File: src/trigger_filter.sv
// Shared constants and types, plus the trigger pin synchroniser and noise filter
package timer_pkg;
  // Register byte offsets
  localparam logic [4:0] OFF_CONTROL  = 5'h00;
  localparam logic [4:0] OFF_COMPARE  = 5'h04;
  localparam logic [4:0] OFF_CAPTURE  = 5'h08;
  localparam logic [4:0] OFF_STATUS   = 5'h0C;
  localparam logic [4:0] OFF_POWER    = 5'h10;
  // Reset values
  localparam logic [7:0]  CONTROL_RST = 8'h00;
  localparam logic [15:0] COMPARE_RST = 16'hFFFF;
  localparam logic [15:0] COUNT_RST   = 16'h0000;
  // Field codes
  localparam logic [1:0] START_STOP    = 2'h0;
  localparam logic [1:0] START_CMD     = 2'h1;
  localparam logic [1:0] START_RISE    = 2'h2;
  localparam logic [1:0] START_FALL    = 2'h3;
  localparam logic [1:0] MODE_TIMER    = 2'h0;
  localparam logic [1:0] CLK_SEL_SLOW  = 2'h0;
  localparam logic [1:0] CLK_SEL_MID   = 2'h1;
  localparam logic [1:0] CLK_SEL_FAST  = 2'h2;
  localparam logic [1:0] CLK_SEL_PIN   = 2'h3;
  // Prescaler exponents of fc (fc is clk); FS_DIV_BITS is the exponent of fs
  localparam int unsigned DIV_SLOW_BITS = 11;
  localparam int unsigned DIV_MID_BITS  = 7;
  localparam int unsigned DIV_FAST_BITS = 3;
  localparam int unsigned FS_DIV_BITS   = 3;
  // Low-frequency clock period in clk cycles (32.768 kHz at 100 MHz)
  localparam int unsigned FS_PERIOD_CYC = 3052;
  // Noise filter bounds in fc cycles
  localparam int unsigned FILT_REJECT_CYC = 4;
  localparam int unsigned FILT_ACCEPT_CYC = 12;
  localparam int unsigned FILT_STABLE_CYC = 8;

  // Control register, bit 7 down to bit 0
  typedef struct packed {
    logic       flipflop_ctrl;
    logic       capt_or_stop;   // auto_capture_en / trigger_stop_sel
    logic [1:0] start_control;
    logic [1:0] source_clock_sel;
    logic [1:0] mode_sel;
  } control_t;

  // Power and divider control
  typedef struct packed {
    logic low_freq_mode;
    logic divider_option_bit;
  } power_t;

  // Avalon request bundle
  typedef struct packed {
    logic [4:0]  address;
    logic        read;
    logic        write;
    logic [31:0] writedata;
    logic [3:0]  byteenable;
  } bus_req_t;
endpackage : timer_pkg

// Two-stage synchroniser followed by a stability filter
module trigger_filter #(
  parameter int unsigned STABLE_CYCLES = timer_pkg::FILT_STABLE_CYC
) (
  input  wire logic clk,
  input  wire logic sys_rst,
  input  wire logic pin_async,
  input  wire logic bypass,
  output logic      level_q
);
  initial begin
    if (STABLE_CYCLES <= timer_pkg::FILT_REJECT_CYC || STABLE_CYCLES >= timer_pkg::FILT_ACCEPT_CYC)
      $error("trigger_filter: STABLE_CYCLES out of range");
  end

  logic       sync1_q;
  logic       sync2_q;
  logic [3:0] stable_q;
  wire        same  = (sync2_q == level_q);
  wire        ripe  = (stable_q == 4'(STABLE_CYCLES - 1));

  // Synchroniser, first stage read only by second
  always_ff @(posedge clk) begin
    if (sys_rst) begin
      sync1_q <= 1'b0;
      sync2_q <= 1'b0;
    end else begin
      sync1_q <= pin_async;
      sync2_q <= sync1_q;
    end
  end

  // Accept a new level only after it stays put; bypassed in low-frequency modes
  always_ff @(posedge clk) begin
    if (sys_rst) begin
      level_q  <= 1'b0;
      stable_q <= 4'h0;
    end else if (bypass || same) begin
      level_q  <= sync2_q;
      stable_q <= 4'h0;
    end else if (ripe) begin
      level_q  <= sync2_q;
      stable_q <= 4'h0;
    end else begin
      stable_q <= stable_q + 4'h1;
    end
  end
endmodule : trigger_filter

File: src/timer_counter.sv
// 16-bit timer/counter with timer and external trigger modes, Avalon-MM registers
// Function
// - Mode field: only mode 00 (timer) runs the counter
// - Timer mode: match raises irq, clears, continues
// - Auto-capture copies counter into capture register
// - Select codes give documented source periods
// - Selected pin edge starts trigger counting
// - Trigger mode match clears, halts, raises irq
// - Stop bit: opposite edge halts, no irq
// - Halted counter restarts on next trigger
// - Stop bit clear: opposite edge ignored
// - Stop bit clear: retrigger while running ignored
// - Filter rejects short pulses, keeps long
// - Low-frequency modes bypass the filter
// - Compare loads on tick after upper byte
// - Stop power mode forces start field 00
// - Clock select picks prescaler tap or pin
//
// Chosen here: the register offsets and the Avalon-MM register port.
module timer_counter #(
  parameter int unsigned FS_PERIOD = timer_pkg::FS_PERIOD_CYC,
  parameter int unsigned CNT_WIDTH = 16
) (
  input  wire logic        clk,
  input  wire logic        sys_rst,
  input  wire logic [4:0]  avs_address,
  input  wire logic        avs_read,
  input  wire logic        avs_write,
  input  wire logic [31:0] avs_writedata,
  input  wire logic [3:0]  avs_byteenable,
  output logic      [31:0] avs_readdata,
  output logic             avs_waitrequest,
  input  wire logic        trigger_input_pin,
  input  wire logic        stop_mode_enter,
  output logic             timer_irq
);
  initial begin
    if (CNT_WIDTH != 16)
      $error("timer_counter: CNT_WIDTH must be 16");
    if (FS_PERIOD < 2 || FS_PERIOD > 65535)
      $error("timer_counter: FS_PERIOD out of range");
  end

  localparam logic [15:0] FS_LAST = 16'(FS_PERIOD - 1);

  typedef enum logic [1:0] {ST_IDLE, ST_COUNT, ST_HALT} run_state_t;

  // Registers
  timer_pkg::control_t   control_reg_q;
  timer_pkg::power_t     power_reg_q;
  logic [CNT_WIDTH-1:0]  compare_reg_a_q;
  logic [CNT_WIDTH-1:0]  compare_stage_q;
  logic                  compare_pend_q;
  logic [CNT_WIDTH-1:0]  capture_reg_b_q;
  logic [CNT_WIDTH-1:0]  count_q;
  run_state_t            state_q;
  logic [10:0]           pre_q;
  logic [15:0]           fs_cnt_q;
  logic [2:0]            fs_div_q;
  logic                  pin_prev_q;
  logic                  irq_q;
  logic [31:0]           rdata_q;
  logic                  wait_q;

  // Bus request bundle
  timer_pkg::bus_req_t req;
  assign req = '{address: avs_address, read: avs_read, write: avs_write,
                 writedata: avs_writedata, byteenable: avs_byteenable};

  // Filtered trigger pin
  logic pin_level;
  trigger_filter #(
    .STABLE_CYCLES(timer_pkg::FILT_STABLE_CYC)
  ) u_filter (
    .clk      (clk),
    .sys_rst  (sys_rst),
    .pin_async(trigger_input_pin),
    .bypass   (power_reg_q.low_freq_mode),
    .level_q  (pin_level)
  );

  // Bus access decode; a request is served in the cycle wait_q is low
  wire bus_go   = (req.read || req.write) && !wait_q;
  wire wr_go    = bus_go && req.write;
  wire sel_ctl  = (req.address == timer_pkg::OFF_CONTROL);
  wire sel_cmp  = (req.address == timer_pkg::OFF_COMPARE);
  wire sel_cap  = (req.address == timer_pkg::OFF_CAPTURE);
  wire sel_sts  = (req.address == timer_pkg::OFF_STATUS);
  wire sel_pwr  = (req.address == timer_pkg::OFF_POWER);
  wire wr_ctl   = wr_go && sel_ctl && req.byteenable[0];
  wire wr_cmp_l = wr_go && sel_cmp && req.byteenable[0];
  wire wr_cmp_h = wr_go && sel_cmp && req.byteenable[1];
  wire wr_pwr   = wr_go && sel_pwr && req.byteenable[0];

  // Read data mux, unmapped reads return zero
  wire [31:0] rd_mux =
      sel_ctl ? {24'h000000, control_reg_q} :
      sel_cmp ? {16'h0000, compare_reg_a_q} :
      sel_cap ? {16'h0000, capture_reg_b_q} :
      sel_sts ? {15'h0000, (state_q == ST_COUNT), count_q} :
      sel_pwr ? {30'h00000000, power_reg_q} :
      32'h00000000;

  // Source clock taps from the prescalers
  wire fs_tick   = (fs_cnt_q == FS_LAST);
  wire fs8_tick  = fs_tick && (&fs_div_q);
  wire tap_slow  = &pre_q[timer_pkg::DIV_SLOW_BITS-1:0];
  wire tap_mid   = &pre_q[timer_pkg::DIV_MID_BITS-1:0];
  wire tap_fast  = &pre_q[timer_pkg::DIV_FAST_BITS-1:0];
  wire use_fs    = power_reg_q.divider_option_bit || power_reg_q.low_freq_mode;
  wire pin_rise  = pin_level && !pin_prev_q;
  wire pin_fall  = !pin_level && pin_prev_q;

  // Source clock select; only selects 00 and 11 (pin) run in low-frequency modes
  logic src_tick;
  always_comb begin
    unique case (control_reg_q.source_clock_sel)
      timer_pkg::CLK_SEL_SLOW: src_tick = use_fs ? fs8_tick : tap_slow;
      timer_pkg::CLK_SEL_MID:  src_tick = !power_reg_q.low_freq_mode && tap_mid;
      timer_pkg::CLK_SEL_FAST: src_tick = !power_reg_q.low_freq_mode && tap_fast;
      timer_pkg::CLK_SEL_PIN:  src_tick = pin_rise;
    endcase
  end

  // Mode decode
  wire [1:0] start_code = control_reg_q.start_control;
  wire mode_tmr   = (control_reg_q.mode_sel == timer_pkg::MODE_TIMER);
  wire cmd_mode   = mode_tmr && (control_reg_q.start_control == timer_pkg::START_CMD);
  wire ext_mode   = mode_tmr && (control_reg_q.start_control == timer_pkg::START_RISE ||
                                 control_reg_q.start_control == timer_pkg::START_FALL);
  wire stopped    = (control_reg_q.start_control == timer_pkg::START_STOP);
  wire fall_sel   = (control_reg_q.start_control == timer_pkg::START_FALL);
  wire trig_edge  = fall_sel ? pin_fall : pin_rise;
  wire opp_edge   = fall_sel ? pin_rise : pin_fall;
  wire stop_sel   = control_reg_q.capt_or_stop;    // trigger_stop_sel in trigger mode
  wire cap_en     = control_reg_q.capt_or_stop && cmd_mode; // auto_capture_en
  wire running    = (state_q == ST_COUNT);
  wire match      = (count_q == compare_reg_a_q);
  wire tick_run   = running && src_tick;
  wire hit        = tick_run && match;
  wire abort      = running && ext_mode && stop_sel && opp_edge && !hit;

  // Next control value: stop power mode wins over a software write of the start field
  timer_pkg::control_t control_d;
  always_comb begin
    control_d = control_reg_q;
    if (wr_ctl)
      control_d = timer_pkg::control_t'(req.writedata[7:0]);
    if (stop_mode_enter)
      control_d.start_control = timer_pkg::START_STOP;
  end

  // Run state machine
  run_state_t state_d;
  always_comb begin
    state_d = state_q;
    unique case (state_q)
      ST_IDLE: begin
        if (cmd_mode)
          state_d = ST_COUNT;
        else if (ext_mode && trig_edge)
          state_d = ST_COUNT;
        else if (ext_mode)
          state_d = ST_HALT;
      end
      ST_COUNT: begin
        if (ext_mode && (hit || abort))
          state_d = ST_HALT;
      end
      ST_HALT: begin
        if (ext_mode && trig_edge)
          state_d = ST_COUNT;
      end
    endcase
    if (stopped || stop_mode_enter || !(cmd_mode || ext_mode))
      state_d = ST_IDLE;
    else if (cmd_mode && state_q == ST_HALT)
      state_d = ST_COUNT;
  end

  // Counter next value; retrigger edges, and opposite edges with the stop bit clear, leave a running count alone
  logic [CNT_WIDTH-1:0] count_d;
  always_comb begin
    count_d = count_q;
    if (state_d == ST_IDLE || abort)
      count_d = timer_pkg::COUNT_RST;
    else if (state_q != ST_COUNT && state_d == ST_COUNT)
      count_d = timer_pkg::COUNT_RST;
    else if (hit)
      count_d = timer_pkg::COUNT_RST;
    else if (tick_run)
      count_d = count_q + 16'h0001;
  end

  // Bus handshake: one wait cycle, then serve
  always_ff @(posedge clk) begin
    if (sys_rst) begin
      wait_q  <= 1'b1;
      rdata_q <= 32'h00000000;
    end else begin
      wait_q  <= !((req.read || req.write) && wait_q);
      rdata_q <= rd_mux;
    end
  end

  // Control and power registers
  always_ff @(posedge clk) begin
    if (sys_rst) begin
      control_reg_q <= timer_pkg::control_t'(timer_pkg::CONTROL_RST);
      power_reg_q   <= '0;
    end else begin
      control_reg_q <= control_d;
      if (wr_pwr)
        power_reg_q <= timer_pkg::power_t'(req.writedata[1:0]);
    end
  end

  // Compare register: staged bytes load on the first tick after the upper byte
  always_ff @(posedge clk) begin
    if (sys_rst) begin
      compare_reg_a_q <= timer_pkg::COMPARE_RST;
      compare_stage_q <= timer_pkg::COMPARE_RST;
      compare_pend_q  <= 1'b0;
    end else begin
      if (wr_cmp_l)
        compare_stage_q[7:0] <= req.writedata[7:0];
      if (wr_cmp_h)
        compare_stage_q[15:8] <= req.writedata[15:8];
      if (wr_cmp_h)
        compare_pend_q <= 1'b1;
      else if (compare_pend_q && src_tick)
        compare_pend_q <= 1'b0;
      if (compare_pend_q && src_tick && !wr_cmp_h)
        compare_reg_a_q <= compare_stage_q;
    end
  end

  // Counter, state, capture and interrupt pulse
  always_ff @(posedge clk) begin
    if (sys_rst) begin
      state_q         <= ST_IDLE;
      count_q         <= timer_pkg::COUNT_RST;
      capture_reg_b_q <= timer_pkg::COUNT_RST;
      irq_q           <= 1'b0;
    end else begin
      state_q <= state_d;
      count_q <= count_d;
      if (cap_en && tick_run)
        capture_reg_b_q <= count_q;
      irq_q <= hit && (cmd_mode || ext_mode);
    end
  end

  // Prescalers and pin edge history
  always_ff @(posedge clk) begin
    if (sys_rst) begin
      pre_q      <= 11'h000;
      fs_cnt_q   <= 16'h0000;
      fs_div_q   <= 3'h0;
      pin_prev_q <= 1'b0;
    end else begin
      pre_q      <= pre_q + 11'h001;
      fs_cnt_q   <= fs_tick ? 16'h0000 : fs_cnt_q + 16'h0001;
      if (fs_tick)
        fs_div_q <= fs_div_q + 3'h1;
      pin_prev_q <= pin_level;
    end
  end

  // Outputs straight from flip-flops
  assign avs_readdata    = rdata_q;
  assign avs_waitrequest = wait_q;
  assign timer_irq       = irq_q;

  wire unused_ok = &{1'b0, start_code, control_reg_q.flipflop_ctrl};
endmodule : timer_counter

File: config.mk
export PLATFORM = sky130hd
export DESIGN_NAME = timer_counter
export DESIGN_NICKNAME = d
export VERILOG_FILES = /design/src/trigger_filter.sv /design/src/timer_counter.sv
export SDC_FILE = /design/constraint.sdc
export NUM_CORES = 1
export LEC_CHECK = 0
export CORE_MARGIN = 2
export CORE_UTILIZATION = 45
export DETAILED_ROUTE_END_ITERATION = 7
export DONT_BUFFER_PORTS = 1
export PLACE_DENSITY_LB_ADDON = 0.3
export SLEW_MARGIN = 20
export SYNTH_ARGS = -nofsm -noshare
export SYNTH_HDL_FRONTEND = slang
export SYNTH_HIERARCHICAL = 1
export SYNTH_SLANG_ARGS = --single-unit
File: constraint.sdc
create_clock -name clk -period 2.59 [get_ports clk]
set_input_delay 0.518 -clock clk [delete_from_list [all_inputs] [get_ports clk]]
set_output_delay 0.518 -clock clk [all_outputs]
set_load 0.1 [all_outputs]
==> metrics.yaml <==
run_status:
  outcome: "completed"
setup_path:
  cp.required_ns: 2.90
  critical_path.slowest_cell: "or4bb_4"
  crit_end: "compare_reg_a_q[13]"
  r2r_cells: 10
  crit_chain: "ha_4, or4bb_4, nor4_4, a21oi_2, buf_4, nor4b_4, buf_4, buf_8, mux2i_2, nand2_1"
  slowest_delay_ns: 0.47
  r2r_slack_ns: 0.07
  crit_type: "reg2reg"
  worstReg2RegStart: "fs_cnt_q[0]"
  r2r-end: "compare_reg_a_q[13]"
  worstSetupEndpointType: "register"
  worstSetupStartpointType: "register"
  worstPathArrival_ns: 2.83
  cp-startpoint: "fs_cnt_q[0]"
  crit_top_cell: "buf_4"
  path_max_fanout: 7
floorplan:
  die_w_um: 120
  die-area_mm2: 0.0145
  core_area_mm2: 0.0132
  rows: 42
  die_h_um: 120
  boundaryPins: 81
  start_util_pct: 46.0
min_path:
  hold_class: "in2reg"
  worstHoldStart: "stop_mode_enter"
  min_path_cells: 1
drt:
  ant_nets: 0
  dr.pass1.iters: 4
  wl_um: 13800
  drt_iter0_markers: 207
  wl_per_cell_um: 15.9
  drc_errors: 0
  via_per_inst: 5.35
  vias: 4664
power_and_ir_drop:
  peakVddDrop_mv: 0.343
  power.density_cell_area_mw_per_mm2: 676
  p_comb_share_pct: 4.4
  p_int_uw: 3890
  seqPwrFrac_pct: 42.2
  p_sw_uw: 1050
  pwr-share-clk_pct: 53.4
  leakagePower_uw: 0.00278
  p_sw_share_pct: 21.2
finish:
  final_common_cell: "dfxtp_1"
  n_antenna_cell: 0
  final_cell_mix: "132 x dfxtp_1, 79 x nor2_1, 61 x mux2i_1"
  area_growth_pct: 19.9
  nets: 742
  fillCellCount: 1171
  drive_above_1_share_pct: 17.1
  stdcell_count: 872
  final_util_pct: 55.1
yosys:
  yosys.area_share.simple_pct: 20.8
  synth_top_cell_area_share_pct: 44.0
  synthesis.area_mm2: 0.00609
  synth_edf_count: 0
  synth_mux_area_share_pct: 13.9
  synth-compound-area-share_pct: 6.59
  yosys.area.top_type: "dfxtp_1"
  synth-xor-area-share_pct: 7.04
  synth_area_leaders: "dfxtp_1 44%, mux2i_1 10%, nor2_1 4.9%"
  synth.distinct_cells: 58
  yosysWarnings: 6
  synth-async-reset-ratio_pct: 0
  synth_top_family_by_area: "simple AND/OR/NAND/NOR gates"
  synth-main-ff-cell: "dfxtp_1"
  avgSynthCellArea_um2: 9.45
  synthAdderAreaFrac_pct: 2.46
  ys_seq_elements: 134
  ys_seq_area_share_pct: 44.0
  syn_inst: 645
timing:
  grt_setup_unrepaired: "true"
  tns_ns: 0
  holdWs_ns: 0.164
  finalSetupViolations: 0
  drv_slew: 0
  fmax_mhz: 396
  relSlewSlack_pct: 59.5
  hold_violations: 0
  period_needed_ns: 2.52
  fin_skew_ns: 0.00652
  finalWorstSetupSlack_ns: 0.0660
  post-route-period-util_pct: 97.5
  max_slew.worst_pin.slew_ns: 0.607
clock_tree:
  cts.sinks: 134
  ctsLongestPathBuffers: 2
  cts_tree: "yes"
  hold_buffers: 0
  cts-buffers-inserted: 17
  cts_root_buf: "clkbuf_16"
  h-tree-depth: 4
  path_clk_slew_ns: 0.06
  worstSkewPairLatency_ns: 0.42
flow_run:
  maxCapViolCount: 0
place:
  portBuffers: 0
  gp_congestion: 0.825
  pre_cts_ws_ns: -0.164
  hpwl_um: 9420
  dp.cells: 833
global_route:
  grt_pass1_vias: 4712
  grt_max_degree: 55
  grt_overflow: 0
  antenna_found_initial: 0
  grt_use_total_pct: 20.2
  grt_pass1_wl_um: 23000
registers in the layout, indices dropped and copies added (netlist names):
register           count
avs_readdata          17
capture_reg_b_q       16
compare_reg_a_q       16
compare_stage_q       16
count_q               16
fs_cnt_q              16
pre_q                 11
control_reg_q          5
u_filter/stable_q      4
fs_div_q               3
power_reg_q            2
start_code             2
state_q                2
avs_waitrequest        1
compare_pend_q         1
pin_prev_q             1
stop_sel               1
timer_irq              1
u_filter/level_q       1
u_filter/sync1_q       1
u_filter/sync2_q       1
through the flow:
stage          area, um2  power, uW
2_1_floorplan       6170       2350
3_3_place_gp        6500       2340
3_5_place_dp        6500       2340
4_1_cts             7190       4970
5_1_grt             7300       5090
6_report            7300       4940
kinds of logic after synthesis:
group	count (synthesis)
buffers and inverters	61
adders and majority gates	12
AOI/OAI and AO/OA	61
muxes	76
DFF	134
other	1
xor gates and xnor gates	49
and+or+nand+nor	251
how the worst min path moves through the flow:
stage	endpoint	slack (ns)
4_1_cts	start_code[1]	0.16
3_5_place_dp	pre_q[0]	0.43
5_1_grt	pre_q[9]	0.15
2_1_floorplan	pre_q[0]	0.41
6_report	start_code[1]	0.16
3_3_place_gp	pre_q[0]	0.42
Yosys cell counts (all sizes together), types with 8 or more instances:
cell type  number
mux2i          62
dfxtp         134
inv            11
nor2b          16
a21oi          13
ha             12
nor4            9
buf            24
nor2           79
or3             8
o21ai          15
a22oi           9
mux2            8
and3           11
nand3          16
nor3           16
xnor2          18
nand2          58
xor2           31
clkbuf         25
metal layers:
metal  GRT usage, %  vias to the layer above  share of wire, %
met4           7.78                        0               1.7
met1           24.8                     2238                44
met2           33.9                      130                49
li1               -                     2276                 -
met5              0                        -                 0
met3           5.28                       20               5.3
power by group through the flow:
stage	clock (uW)	sequential, uW	combinational [uW]
2_1_floorplan	0	2160	190
3_3_place_gp	0	2130	210
3_5_place_dp	0	2130	212
4_1_cts	2670	2090	214
5_1_grt	2770	2090	230
6_report	2640	2090	218
critical path: cells and delay by family (launching register included):
kind                       cells  cell delay (ns)
and+or+nand+nor                4             1.05
adders and majority gates      1             0.15
buffers and inverters          3             0.50
AOI/OAI and AO/OA              1             0.14
muxes                          1             0.22
DFF                            1             0.35
timing repair:
| action | in CTS | in global routing |
|---|---|---|
| gates resized for setup | 6 | 12 |
| endpoints found under the hold margin | 0 | 0 |
| setup buffers | 0 | 6 |
| gates cloned | 1 | 0 |
| pin swaps | 6 | 7 |
| endpoints found under the setup margin | 51 | 49 |
cell type report:
class	count	area, um2	area share [%]
timing repair buffer	54	433	5.93
sequential	134	2690	36.8
clock buffer	25	515	7.06
multi-input combinational	464	3260	44.7
tap	176	220	3.02
clock inverter	7	139	1.90
inverter	12	45.0	0.617
(Power assumes the default switching activity.)
